## config.mk

```make
export PLATFORM = sky130hd
export DESIGN_NAME = pei_event_irq
export DESIGN_NICKNAME = d
export VERILOG_FILES = /design/src/common/pei_pkg.sv /design/src/logic/pei_event_irq.sv
export SDC_FILE = /design/constraint.sdc
export NUM_CORES = 1
export LEC_CHECK = 0
export ABC_AREA = 1
export BUFFER_PORTS_ARGS = -buffer_cell sky130_fd_sc_hd__buf_2
export CORE_ASPECT_RATIO = 0.5
export CORE_UTILIZATION = 51
export DETAILED_ROUTE_END_ITERATION = 10
export GPL_ROUTABILITY_DRIVEN = 1
export PLACE_DENSITY = 0.8
export SLEW_MARGIN = 20
export SYNTH_ARGS = -nofsm -noshare
export SYNTH_HDL_FRONTEND = slang
export SYNTH_SLANG_ARGS = --single-unit
export TNS_END_PERCENT = 100
```

## constraint.sdc

```tcl
create_clock -name ref_clk -period 1.51 [get_ports ref_clk]
set_clock_uncertainty 0.1 [all_clocks]
set_input_delay 0.2265 -clock ref_clk [delete_from_list [all_inputs] [get_ports ref_clk]]
set_output_delay 0.2265 -clock ref_clk [all_outputs]
set_load 0.005 [all_outputs]
```

## src/common/pei_pkg.sv

```systemverilog
package pei_pkg;

  // ----------------------------------------------------------------
  // management addresses
  // ----------------------------------------------------------------
  localparam logic [4:0] ADDR_IRQ_CTRL  = 5'h11;
  localparam logic [4:0] ADDR_EVT_STAT  = 5'h12;
  localparam logic [4:0] ADDR_PAGE_SEL  = 5'h13;
  localparam logic [4:0] ADDR_FC_COUNT  = 5'h14;

  // ----------------------------------------------------------------
  // field layout
  // ----------------------------------------------------------------
  // event bit order, shared by pending [15:8] and enables [7:0]
  localparam int BIT_LINK_QUALITY  = 7;
  localparam int BIT_ENERGY_DETECT = 6;
  localparam int BIT_LINK_CHANGE   = 5;
  localparam int BIT_SPEED_CHANGE  = 4;
  localparam int BIT_DUPLEX_CHANGE = 3;
  localparam int BIT_AUTONEG_DONE  = 2;
  localparam int BIT_FC_HALF       = 1;
  localparam int BIT_RX_ERR_HALF   = 0;
  localparam int PEND_LSB          = 8;
  localparam int NUM_EVENTS        = 8;

  localparam int BIT_TEST_IRQ      = 2;
  localparam int BIT_MASTER_EN     = 1;
  localparam int BIT_PIN_OE        = 0;
  localparam int CTRL_W            = 3;
  localparam int PAGE_W            = 2;
  localparam int FC_W              = 8;
  localparam int FC_HALF_BIT       = 7;

  // ----------------------------------------------------------------
  // reset values and encodings
  // ----------------------------------------------------------------
  localparam logic [7:0]        RST_EVT_EN   = 8'h00;
  localparam logic [7:0]        RST_PENDING  = 8'h00;
  localparam logic [CTRL_W-1:0] RST_CTRL     = 3'h0;
  localparam logic [FC_W-1:0]   RST_FC_COUNT = 8'h00;
  localparam logic [FC_W-1:0]   FC_MAX       = 8'hFF;
  localparam logic [1:0]        PAGE_EXT0    = 2'h0;
  localparam logic [1:0]        PAGE_DIAG    = 2'h2;

  // ----------------------------------------------------------------
  // carriers
  // ----------------------------------------------------------------
  typedef struct packed {
    logic        rd;
    logic        wr;
    logic [4:0]  addr;
    logic [15:0] wdata;
  } pei_req_t;

  typedef struct packed {
    logic link_quality;
    logic energy_detect;
    logic link_change;
    logic speed_change;
    logic duplex_change;
    logic autoneg_done;
    logic rx_err_half;
    logic false_carrier;
  } pei_evt_t;

endpackage : pei_pkg

```

## src/logic/pei_event_irq.sv

```systemverilog
`timescale 1ns/1ps
`default_nettype none

// Behaviour
// - a pending bit sets when its event occurred since the last status read.
// - an event whose own enable is set raises the interrupt.
// - the interrupt also needs the device-level controls in the control register.
// - pending bits set whether or not their enable is set.
// - bit 15 shows link quality pending, cleared by the read returning it.
// - bit 14 shows energy detect pending, cleared by its read.
// - bit 13 shows link status change pending, cleared by its read.
// - bit 12 shows speed change pending, cleared by its read.
// - bit 11 shows duplex change pending, cleared by its read.
// - bit 10 shows autonegotiation done pending, cleared by its read.
// - bit 9 shows false carrier half-full pending, cleared by its read.
// - bit 8 shows receive error half-full pending, cleared by its read.
// - bits 7:0 are per-event enables, read-write, reset to zero.
// - page field bits 1:0, reset zero, selects bank at addresses 14h..1Fh.
// - page 0 is extended bank, page 2 diagnostics, page 1 reserved.
// - reserved upper bits of page and counter registers read zero.
// - eight-bit false carrier counter counts each false carrier event.
// - the counter saturates at FFh instead of wrapping.
// - the counter is read-only and cleared by the read returning it.
// - a master enable bit, reset zero, gates all event interrupts.
// - while the test bit is set an interrupt is generated regardless.
// - output-enable bit makes the shared pin an interrupt output, else input.
module pei_event_irq
  import pei_pkg::*;
(
  // clock and reset
  input  wire logic        ref_clk,
  input  wire logic        srst,
  // management register port
  input  wire pei_req_t    mgmt_req,
  output logic [15:0]      rd_data_r,
  output logic             rd_valid_r,
  output logic             rd_hit_r,
  // event pulses from the port
  input  wire pei_evt_t    evt,
  // shared power-down / interrupt pin
  input  wire logic        pin_i,
  output logic             pin_o,
  output logic             pin_oe,
  // status toward the port
  output logic             irq,
  output logic             powerdown_req,
  output logic [1:0]       page_sel
);

  // ----------------------------------------------------------------
  // registers
  // ----------------------------------------------------------------
  logic [7:0]        evt_en_r;
  logic [7:0]        pending_r;
  logic [7:0]        pending_nxt;
  logic [CTRL_W-1:0] ctrl_r;
  logic [PAGE_W-1:0] page_r;
  logic [FC_W-1:0]   fc_count_r;
  logic [FC_W-1:0]   fc_count_nxt;
  logic [7:0]        evt_vec;
  logic              fc_half_evt;
  logic              rd_evt;
  logic              rd_fc;
  logic              page0;
  logic              pin_s1_r;
  logic              pin_s2_r;

  assign page0  = (page_r == PAGE_EXT0);
  assign rd_evt = mgmt_req.rd && (mgmt_req.addr == ADDR_EVT_STAT);
  // the counter is only visible in the extended page-0 bank
  assign rd_fc  = mgmt_req.rd && (mgmt_req.addr == ADDR_FC_COUNT)
                  && page0;

  // ----------------------------------------------------------------
  // false carrier counter
  // ----------------------------------------------------------------
  always_comb begin
    if (rd_fc) begin
      // a read returns the value and restarts; a coincident event counts
      fc_count_nxt = evt.false_carrier ? 8'h01 : RST_FC_COUNT;
    end else if (evt.false_carrier && fc_count_r != FC_MAX) begin
      fc_count_nxt = FC_W'(fc_count_r + 8'h01);
    end else begin
      fc_count_nxt = fc_count_r;
    end
  end

  always_ff @(posedge ref_clk) begin
    if (srst) begin
      fc_count_r <= RST_FC_COUNT;
    end else begin
      fc_count_r <= fc_count_nxt;
    end
  end

  // half-full: top bit going from clear to set
  assign fc_half_evt = !fc_count_r[FC_HALF_BIT]
                       && fc_count_nxt[FC_HALF_BIT];

  // ----------------------------------------------------------------
  // pending event bits
  // ----------------------------------------------------------------
  always_comb begin
    evt_vec                    = 8'h00;
    evt_vec[BIT_LINK_QUALITY]  = evt.link_quality;
    evt_vec[BIT_ENERGY_DETECT] = evt.energy_detect;
    evt_vec[BIT_LINK_CHANGE]   = evt.link_change;
    evt_vec[BIT_SPEED_CHANGE]  = evt.speed_change;
    evt_vec[BIT_DUPLEX_CHANGE] = evt.duplex_change;
    evt_vec[BIT_AUTONEG_DONE]  = evt.autoneg_done;
    evt_vec[BIT_FC_HALF]       = fc_half_evt;
    evt_vec[BIT_RX_ERR_HALF]   = evt.rx_err_half;
  end

  // set wins over the read clear; enables play no part here
  assign pending_nxt = (rd_evt ? RST_PENDING : pending_r)
                       | evt_vec;

  always_ff @(posedge ref_clk) begin
    if (srst) begin
      pending_r <= RST_PENDING;
    end else begin
      pending_r <= pending_nxt;
    end
  end

  // ----------------------------------------------------------------
  // writable controls
  // ----------------------------------------------------------------
  always_ff @(posedge ref_clk) begin
    if (srst) begin
      evt_en_r <= RST_EVT_EN;
    end else if (mgmt_req.wr && mgmt_req.addr == ADDR_EVT_STAT) begin
      // upper byte is status only, writes there are dropped
      evt_en_r <= mgmt_req.wdata[7:0];
    end
  end

  always_ff @(posedge ref_clk) begin
    if (srst) begin
      ctrl_r <= RST_CTRL;
    end else if (mgmt_req.wr && mgmt_req.addr == ADDR_IRQ_CTRL) begin
      ctrl_r <= mgmt_req.wdata[CTRL_W-1:0];
    end
  end

  always_ff @(posedge ref_clk) begin
    if (srst) begin
      page_r <= PAGE_EXT0;
    end else if (mgmt_req.wr && mgmt_req.addr == ADDR_PAGE_SEL) begin
      // value 1 is stored as written; nothing answers on it
      page_r <= mgmt_req.wdata[PAGE_W-1:0];
    end
  end

  assign page_sel = page_r;

  // ----------------------------------------------------------------
  // read data
  // ----------------------------------------------------------------
  always_ff @(posedge ref_clk) begin
    if (srst) begin
      rd_data_r  <= 16'h0000;
      rd_valid_r <= 1'b0;
      rd_hit_r   <= 1'b0;
    end else begin
      rd_valid_r <= mgmt_req.rd;
      rd_hit_r   <= 1'b0;
      rd_data_r  <= 16'h0000;
      if (mgmt_req.rd) begin
        if (mgmt_req.addr == ADDR_EVT_STAT) begin
          rd_data_r <= {pending_r, evt_en_r};
          rd_hit_r  <= 1'b1;
        end else if (mgmt_req.addr == ADDR_IRQ_CTRL) begin
          rd_data_r <= {13'h0000, ctrl_r};
          rd_hit_r  <= 1'b1;
        end else if (mgmt_req.addr == ADDR_PAGE_SEL) begin
          rd_data_r <= {14'h0000, page_r};
          rd_hit_r  <= 1'b1;
        end else if (rd_fc) begin
          rd_data_r <= {8'h00, fc_count_r};
          rd_hit_r  <= 1'b1;
        end
      end
    end
  end

  // ----------------------------------------------------------------
  // interrupt and shared pin
  // ----------------------------------------------------------------
  // level output: with the master enable set, stays up while any enabled bit is pending
  assign irq = ctrl_r[BIT_TEST_IRQ]
               || (ctrl_r[BIT_MASTER_EN]
                   && |(pending_r & evt_en_r));

  // pin is active low in both roles
  assign pin_oe = ctrl_r[BIT_PIN_OE];
  assign pin_o  = !irq;

  always_ff @(posedge ref_clk) begin
    if (srst) begin
      pin_s1_r <= 1'b1;
      pin_s2_r <= 1'b1;
    end else begin
      pin_s1_r <= pin_i;
      pin_s2_r <= pin_s1_r;
    end
  end

  // while the pin is an output its level is our own, not a request
  assign powerdown_req = !pin_oe && !pin_s2_r;
endmodule : pei_event_irq

`default_nettype wire

```

==> results of run 1 <==
==> cells in the mapped netlist, drive strengths merged <==
| cell type | instances |
|---|---|
| or2 | 2 |
| nand3 | 21 |
| and3 | 1 |
| buf | 4 |
| clkbuf | 1 |
| ha | 1 |
| o211ai | 1 |
| a21oi | 26 |
| o21bai | 1 |
| inv | 38 |
| dfxtp | 49 |
| nand3b | 1 |
| o21ai | 17 |
| a31oi | 2 |
| nor3 | 1 |
| nand4 | 7 |
| nand2 | 59 |
| nor2 | 37 |
| o22ai | 1 |
==> registers in the layout (all words and copies together) (netlist names) <==
| signal | count |
|---|---|
| pin_s1_r | 1 |
| pin_s2_r | 1 |
| pending_r | 8 |
| rd_data_r | 16 |
| evt_en_r | 8 |
| ctrl_r | 3 |
| rd_hit_r | 1 |
| rd_valid_r | 1 |
| fc_count_r | 8 |
| page_sel | 2 |
==> path summary, 6_finish.rpt <==
check / startpoint / end / cells after the start
worst min-delay path: evt[5] / pending_r[5] / 3
worst max register to register: fc_count_r[0] / fc_count_r[7] / 8
worst min register to register: pin_s1_r / pin_s2_r / 1
worst max-delay path: pending_r[3] / pin_o / 8
==> layer usage <==
metal / GRT usage / vias to the layer above
li1: - / 1002
met5: 0 / -
met4: 0.07302 / 0
met3: 0.05446 / 5
met1: 0.3116 / 898
met2: 0.3939 / 74
==> cells by family (layout without fill, tap and decap cells) <==
group | after synthesis | count (layout) | share of synthesized area
and+or+nand+nor | 129 | 129 | 0.2950
DFF | 49 | 49 | 0.4848
AOI/OAI and AO/OA | 48 | 48 | 0.1286
buffers and inverters | 43 | 110 | 0.08534
adders and majority gates | 1 | 1 | 0.006183
==> timing repair <==
| item | in CTS | in global routing |
|---|---|---|
| hold endpoints to repair | 1 | 0 |
| setup buffers | 7 | 1 |
| endpoints found under the setup margin | 2 | 9 |
| hold buffers | 1 | 0 |
| pin swaps | 2 | 3 |
| gates resized for setup | 14 | 8 |
==> worst max-delay path: stages (launching register included) <==
cell and delay [ps]:
dfxtp_2 350, inv_2 40, o21ai_1 120, inv_1 50, nand4_1 80, nand2_1 50, nand2_1 60, inv_1 40
buf_2 110
==> report_power, final <==
group,internal (mW),total (mW),switching [mW],leakage [nW]
Combinational,0.0797,0.188,0.109,0.679
Clock,0.335,0.809,0.474,0.0447
Sequential,1.32,1.34,0.0157,0.403
==> placed cells by master (no fill, tap or decap) <==
cell type      instances
nor2_2                 3
dfxtp_1               36
inv_6                  1
clkbuf_8               5
clkinv_4               1
inv_2                  7
o22ai_1                1
o21ai_0               12
nand2_2                3
dfxtp_2               13
a21oi_2                2
nand3b_1               1
a21oi_1               24
o21ai_1                4
buf_4                 14
o21bai_1               1
nor2_1                31
nor3_1                 1
nand4_1                6
inv_1                 31
and3_1                 1
or2_2                  2
nand3_1               20
dlygate4sd3_1          1
nand4_4                1
ha_1                   1
nand2_4                1
clkinvlp_4             1
a31oi_1                2
o211ai_1               1
o21ai_2                1
buf_2                 49
nor2_4                 2
nor2_8                 1
nand2_1               55
nand3_2                1
==> layout make-up <==
class                   instances  area [um^2]
multi-input cells             178        887.1
well taps                      51        63.81
fillers                       303         1059
flip-flops and latches         49        997.2
clock buffers                   5        68.82
inverters                      38        142.6
repair buffers                 64        360.3
clock inverters                 3        25.02
==> summary.md, run 1 <==
| Metric | Value |
|---|---|
| Outcome | finished, violations left |
| Failing checks | negative setup slack |
| Clock transition at path regs | about 100 ps |
| Kind of critical path | flop to output port |
| Finished Cell Area | about 0.0025 mm^2 |
| Remaining DRCs | 0 |
| Worst Path Required | approximately 1200 ps |
| Mean area per synthesized cell | 7.493 um^2 |
| Initial Utilization | 0.5615 |
| Clock sink total | approximately 50 |
| Total die area | approximately 0.0042 mm^2 |
| CTS tree | built |
| Fraction of layout instances using a drive strength above 1 | 0.3205 |
| Final core occ | 0.7063 |
| Pwr dens | roughly 920 mW/mm^2 |
| Max-slew headroom | 0.8238 |
| #FFs+latches synth | 49 |
| Period utilization | 1.020 |
| Post-route ant nets | 0 |
| Worst vdd ir | 0.0006832 V |
| CTS max path bufs | 2 |
| Tmin final | about 1500 ps |
| Max-Cap Viols | 0 |
| Dpl ws | about 11 ps |
| Drt first-iter violations | 102 |
| Yosys top cell by area | dfxtp_1 |
| Hold Vio Cnt, Final | 0 |
| FMAX | around 0.65 GHz |
| Die width | a little over 90 um |
| Startpoint class of the critical path | flop |
| Post-Layout Cell Count | 388 |
| Fin Setup TNS | -42.33 ps |
| Yosys top cell area share | 0.4848 |
| GP Congestion | just over 0.9 |
| Die Span Y | 46.54 um |
| Hpwl dp | between 3000 and 4000 um |
| Wire length per cell | roughly 12 um |
| Total CTS buffers | 5 |
| Number of port buffers | 49 |
| Yosys cell types | 29 |
| Crit-path max FO | 2 |
| Tot GR Track Use | 0.2354 |
| Worst hold margin | ~22 ps |
| Final setup vio count | 2 |
| Mapped cell area | approximately 0.0020 mm^2 |
| DR pass1 iterations | 4 |
| Wl on met1 | 2188 um |
| Unrepaired setup endpoints after global routing | yes |
| Worst-skew pair later-pin latency | approximately 320 ps |
| Via count | 1979 |
| IO Pins | 58 |
| Worst setup margin | -30.88 ps |
| FP Rows | 15 |
| Design Power | about 2.3 mW |
| Global route overflow | 0 |
| FF-to-FF setup slack | roughly 100 ps |
| Initial antenna violation count | 0 |
| Top post-synthesis cells by area | dfxtp_1, nand2_1, inv_1 |
| Diode count | 0 |
| First-pass GRT wire length | ~7300 um |
| Met3 WL post-DR | 329 um |
| Worst-Margin Slew | around 260 ps |
| CTS Root Cell | clkbuf_8 |
| Critical path arrival | 1210 ps |
| Warnings from Yosys | 0 |
| H-tree levels | 2 |
| Slew Limit Fails | 0 |
| Placed Cells incl. Taps | 371 |
| WL final | around 4800 um |
| Met2 WL | around 2300 um |
| Nets | around 370 |
| HP Class | primary input to flop |
| Top Metal Used | met4 |
| Largest net degree at the start of global routing | 22 |
| Placed cell area | ~0.0023 mm^2 |
| Number of global-route vias before repair | ~1600 |
| Vias/cell | slightly above 5 |
| Post-synthesis sequential area ratio | 0.4848 |
| Layout area overhead | 25.79% |
| P_leak | 1.126 nW |
| Gate Count Post-Synth | 270 |
| Syn_nets | 305 |
| Core box area | between 0.003 and 0.004 mm^2 |
| Crit. End Element | output port |
Power figures use the tool's default switching activity.
==> run 2, diff against run 1 <==
REMOVE_ABC_BUFFERS = 1   (was default)
==> summary.md, run 2 (synthesis gave the netlist of run 1 again) <==
| Metric | Value |
|---|---|
| Period utilization | 1.046 |
| Vias/cell | approximately 5 |
| Tmin final | 1579 ps |
| GP Congestion | between 0.9 and 1 |
| Clock sink total | 49 |
| Tot GR Track Use | 0.2266 |
| Largest net degree at the start of global routing | 22 |
| DR pass1 iterations | 4 |
| Gate power share | 0.076 |
| Critical path arrival | around 1300 ps |
| Number of port buffers | 49 |
| Seq pwr share | 0.574 |
| Post-Layout Cell Count | a little under 400 |
| Final setup vio count | 2 |
| WL final | about 4700 um |
| Placed cell area | approximately 0.0023 mm^2 |
| Worst vdd ir | 0.0004985 V |
| Initial Utilization | 0.5615 |
| Final core occ | 0.6965 |
| Worst Path Required | about 1200 ps |
| Max reg flops | 16 |
| FP Rows | 15 |
| Max-slew headroom | 0.8265 |
| Drt first-iter violations | between 100 and 150 |
| Crit. End Element | output port |
| Failing checks | negative setup slack |
| Kind of critical path | flop to output port |
| Global route overflow | 0 |
| Max-Cap Viols | 0 |
| Placed Cells incl. Taps | about 370 |
| Clock power share | 0.350 |
| Unrepaired setup endpoints after global routing | yes |
| Dpl ws | 21.44 ps |
| P_sw | 0.5979 mW |
| Cell family with most CP delay | simple AND/OR/NAND/NOR gates |
| Design Power | 2.331 mW |
| Clock transition at path regs | roughly 100 ps |
| CTS tree | built |
| CTS max path bufs | 2 |
| Worst setup margin | -68.98 ps |
| Hold Vio Cnt, Final | 0 |
| Diode count | 0 |
| Worst path cell trace | nand2_2 -> nand2_1 -> nor2_1 -> nand4_1 -> nand2_1 -> nand2_1 -> inv_1 -> buf_2 |
| FF+latch area | ~1000 um^2 |
| Wire length per cell | ~12 um |
| Die width | 91.08 um |
| Int Power | approximately 1.7 mW |
| Post-route ant nets | 0 |
| First-pass GRT wire length | about 7000 um |
| Slew Limit Fails | 0 |
| Worst Path Buf+Inv | 2 |
| Number of global-route vias before repair | 1622 |
| Crit-path max FO | 2 |
| Switch share | 0.2566 |
| Initial antenna violation count | 0 |
| CP most frequent cell | nand2_1 |
| Worst-Margin Slew | ~260 ps |
| Layout area overhead | 24.06% |
| HP Class | primary input to flop |
| Finished Cell Area | about 0.0025 mm^2 |
| Worst path slowest cell | dfxtp_2 |
| CTS Root Cell | clkbuf_8 |
| Fill count | 300 |
| Startpoint class of the critical path | flop |
| Remaining DRCs | 0 |
| Multi-input logic area | 877.1 um^2 |
| Hpwl dp | ~3400 um |
| Total CTS buffers | 5 |
| Pwr dens | 928.5 mW/mm^2 |
| Outcome | finished, violations left |
| Commonest cells after routing, fill and taps aside | nand2_1, buf_2, dfxtp_1 |
| Most flops, register | rd_data_r |
| Fraction of layout instances using a drive strength above 1 | 0.3054 |
| Nets | 368 |
| FMAX | between 0.6 and 0.7 GHz |
| IO Pins | 58 |
| Most common cell after layout, fill and taps aside | nand2_1 |
| Worst-skew pair later-pin latency | 310 ps |
| Die Span Y | about 47 um |
| Worst stage delay on the critical path | approximately 350 ps |
| Via count | 1937 |
| H-tree levels | 2 |
| P_leak | around 1.1 nW |
| Core box area | 0.003603 mm^2 |
| Total die area | around 0.0042 mm^2 |
-- run 2: changes by cell type in the layout (fill, tap and decap cells not counted), moves of 2 or more --
cell     change
nand2_2      +2
dfxtp_2      -2
buf_4        -3
dfxtp_1      +2
-- run 2: area by class of cell --
class / instances / area share
inverter: 38 / 0.05683
timing repair buffer: 61 / 0.1346
clock buffer: 5 / 0.02742
sequential: 49 / 0.3963
multi-input combinational: 178 / 0.3495
tap: 51 / 0.02542
clock inverter: 3 / 0.009970
-- run 2: timing repair --
action                                 4_1_cts  5_1_grt
resized for setup                           14        4
buffers inserted                             4        1
endpoints found under the hold margin        1        0
hold buffers                                 1        0
setup endpoints to repair                    3        9
pin swaps                                    1        1
-- run 2: power groups by stage --
| stage | Combinational [mW] | Clock (mW) | Sequential (mW) |
|---|---|---|---|
| floorplan | 0.0791 | 0 | 1.36 |
| global placement | 0.159 | 0 | 1.36 |
| detailed placement | 0.165 | 0 | 1.36 |
| CTS | 0.176 | 0.826 | 1.34 |
| global route | 0.198 | 0.873 | 1.34 |
| finish | 0.178 | 0.816 | 1.34 |
-- run 2: metrics by stage --
stage | setup TNS (ps) | hold WS (ps)
after floorplan | 0 | 195.6
after global placement | 0 | 293.7
after detailed placement | 0 | 303.5
after CTS | -57.93 | 13.57
after global routing | -575.3 | 24.83
final | -120.9 | 15.91
-- run 2: final timing paths --
kind | startpoint | end | slack (ps) | depth (start not counted)
hold / removal | evt[4] | pending_r[4] | 20 | 3
setup reg to reg | fc_count_r[0] | fc_count_r[7] | 60 | 8
setup / recovery | pending_r[4] | pin_o | -70 | 8
hold reg to reg | pin_s1_r | pin_s2_r | 320 | 1
-- run 2: worst register-to-register path, cell delays in order, from the launching register on --
cell	delay [ps]
dfxtp_2	360
ha_1	170
nand2_1	70
nor2_1	160
nand2_2	130
nand2_2	130
nor2_1	70
o21ai_1	110
nor2_1	40
-- run 2: metal layers --
layer | global-route usage | wire (um) | share of wire | vias up
li1 | - | - | - | 999
met1 | 0.2847 | 2121 | 0.45 | 867
met5 | 0 | 0 | 0 | -
met4 | 0.07937 | 51 | 0.011 | 0
met2 | 0.3924 | 2207 | 0.47 | 64
met3 | 0.05776 | 321 | 0.068 | 7
==> run 3, diff against run 2 <==
ABC_AREA = default   (was 1)
CORE_UTILIZATION = 45   (was 51)
PLACE_DENSITY = 0.75   (was 0.8)
clock period = 1.4 ns   (was 1.51 ns; I/O delays follow)
==> summary.md, run 3 <==
| Metric | Value |
|---|---|
| Die width | between 90 and 100 um |
| Fin Setup TNS | -1320 ps |
| Nets | roughly 320 |
| Outcome | finished, violations left |
| Post-route ant nets | 0 |
| Top post-synthesis cells by area | dfxtp_1, a21oi_1, mux2i_1 |
| FP Rows | 16 |
| Wire length per cell | roughly 14 um |
| Worst setup margin | -288.3 ps |
| Mapped cell area | approximately 0.002 mm^2 |
| Hold Crit Depth | 3 |
| Yosys top cell by area | dfxtp_1 |
| Failing checks | negative setup slack |
| Worst hold margin | between 15 and 20 ps |
| Final core occ | 0.6614 |
| R2r worst-path depth | 5 |
| CTS Root Cell | clkbuf_8 |
| Via count | between 1500 and 2000 |
| Placed cell area | between 0.002 and 0.0025 mm^2 |
| Max-Cap Viols | 0 |
| P_leak | ~1.2 nW |
| Tot GR Track Use | 0.2165 |
| Number of port buffers | slightly below 50 |
| DR pass1 iterations | 4 |
| Fraction of layout instances using a drive strength above 1 | 0.4648 |
| Post-synthesis sequential area ratio | 0.5029 |
| Initial antenna violation count | 0 |
| Global route overflow | 0 |
| Warnings from Yosys | 0 |
| Worst Path Required | about 1100 ps |
| Total CTS buffers | 5 |
| Finished Cell Area | 0.002661 mm^2 |
| IO Pins | 58 |
| Dpl ws | -158.3 ps |
| Clock sink total | slightly below 50 |
| Max reg flops | 16 |
| Drt first-iter violations | between 100 and 150 |
| CTS tree | built |
| Remaining DRCs | 0 |
| Design Power | around 2.5 mW |
| Yosys cell types | between 40 and 50 |
| Worst vdd ir | between 0.0004 and 0.0005 V |
| FMAX | around 0.59 GHz |
| Period utilization | 1.206 |
| Commonest cells after routing, fill and taps aside | buf_2, dfxtp_1, buf_4 |
| Post-synth top cells | dfxtp_1, nor2_1, a21oi_1 |
| Most common cell after layout, fill and taps aside | buf_2 |
| First-pass GRT wire length | 7721 um |
| Slew Limit Fails | 0 |
| WL final | approximately 4700 um |
| Total die area | 0.004618 mm^2 |
| Mean area per synthesized cell | between 9 and 10 um^2 |
| CTS max path bufs | 2 |
| Gate Count Post-Synth | about 200 |
| Most common cell in the netlist | dfxtp_1 |
| Die Span Y | 48.56 um |
| Unrepaired setup endpoints after global routing | yes |
| Final setup vio count | 14 |
| EDFF count, synth | 0 |
| Worst-Margin Slew | approximately 340 ps |
| Critical path arrival | roughly 1400 ps |
| Most flops, register | rd_data_r |
| FF-to-FF setup slack | -80 ps |
| Kind of critical path | flop to output port |
| H-tree levels | 2 |
| Crit-path max FO | 2 |
| Max-slew headroom | 0.7745 |
| GP Congestion | 0.9143 |
| HP Class | primary input to flop |
| Number of global-route vias before repair | approximately 1700 |
| #FFs+latches synth | 49 |
| Crit. End Element | output port |
| Post-synth ARST share | 0 |
| Ys flop type | dfxtp_1 |
| Pwr dens | ~900 mW/mm^2 |
| Worst-skew pair later-pin latency | 300 ps |
| Hpwl dp | about 3400 um |
| Post-Layout Cell Count | 338 |
| Largest net degree at the start of global routing | 18 |
| Tmin final | between 1500 and 2000 ps |
| Placed Cells incl. Taps | 326 |
| Layout area overhead | 36.43% |
| Core box area | ~0.004 mm^2 |
| Clock transition at path regs | approximately 90 ps |
| Startpoint class of the critical path | flop |
| Diode count | 0 |
| Initial Utilization | 0.4848 |
| Vias/cell | around 5.3 |
| Yosys top cell area share | 0.5029 |
| Hold Vio Cnt, Final | 0 |
[run 3: changes by cell type in the layout (fill, tap and decap cells not counted), sizes merged, moves of 6 or more]
cell	before	now
a21oi	26	20
mux2i	0	9
buf	60	81
nor3	1	7
nand2	59	11
o21ai	17	2
nand3	21	14
and2	0	9
inv	40	3
nor2	37	25
[run 3: final timing paths]
kind | start | to
worst min-delay path | evt[3] | pending_r[3]
worst min register to register | pin_s1_r | pin_s2_r
worst max-delay path | pending_r[2] | pin_o
worst max register to register | page_sel[0] | rd_data_r[7]
[run 3: layer usage]
| metal | part of all wire | global-route usage |
|---|---|---|
| met1 | 0.46 | 0.2821 |
| met2 | 0.45 | 0.3500 |
| met3 | 0.085 | 0.06132 |
| met4 | 0.0089 | 0.06061 |
| met5 | 0 | 0 |
[run 3: timing repair]
| action | in CTS | in global routing |
|---|---|---|
| endpoints found under the hold margin | 1 | 0 |
| setup buffers | 3 | 0 |
| gates resized for setup | 20 | 12 |
| hold buffers | 1 | 0 |
| pin swaps | 18 | 8 |
| setup endpoints to repair | 17 | 19 |
[run 3: worst max-delay path: stages (launching register included)]
cell	delay, ps
dfxtp_2	330
a22oi_2	200
nand4_1	190
a21o_1	220
inv_1	50
buf_2	100
[run 3: report_power, final]
part	internal [mW]	leakage (nW)	switching (mW)	total, mW
Combinational	0.101	0.753	0.103	0.204
Sequential	1.42	0.402	0.0201	1.44
Clock	0.356	0.0456	0.458	0.815
[run 3: kinds of logic (layout without fill, tap and decap cells)]
| family | count (synthesis) | count (layout) | synth area share |
|---|---|---|---|
| AOI/OAI and AO/OA | 40 | 40 | 0.1353 |
| xor gates and xnor gates | 3 | 3 | 0.01347 |
| adders and majority gates | 1 | 1 | 0.006413 |
| buffers and inverters | 11 | 92 | 0.03014 |
| DFF | 49 | 49 | 0.5029 |
| muxes | 9 | 9 | 0.04619 |
| and+or+nand+nor | 90 | 90 | 0.2656 |
[run 3: cell type report]
class | instances | area (um^2)
clock buffer | 6 | 72.57
timing repair buffer | 82 | 510.5
inverter | 2 | 7.507
sequential | 49 | 993.5
fill | 331 | 1363
multi-input combinational | 143 | 996.0
clock inverter | 2 | 13.76
tap | 54 | 67.56
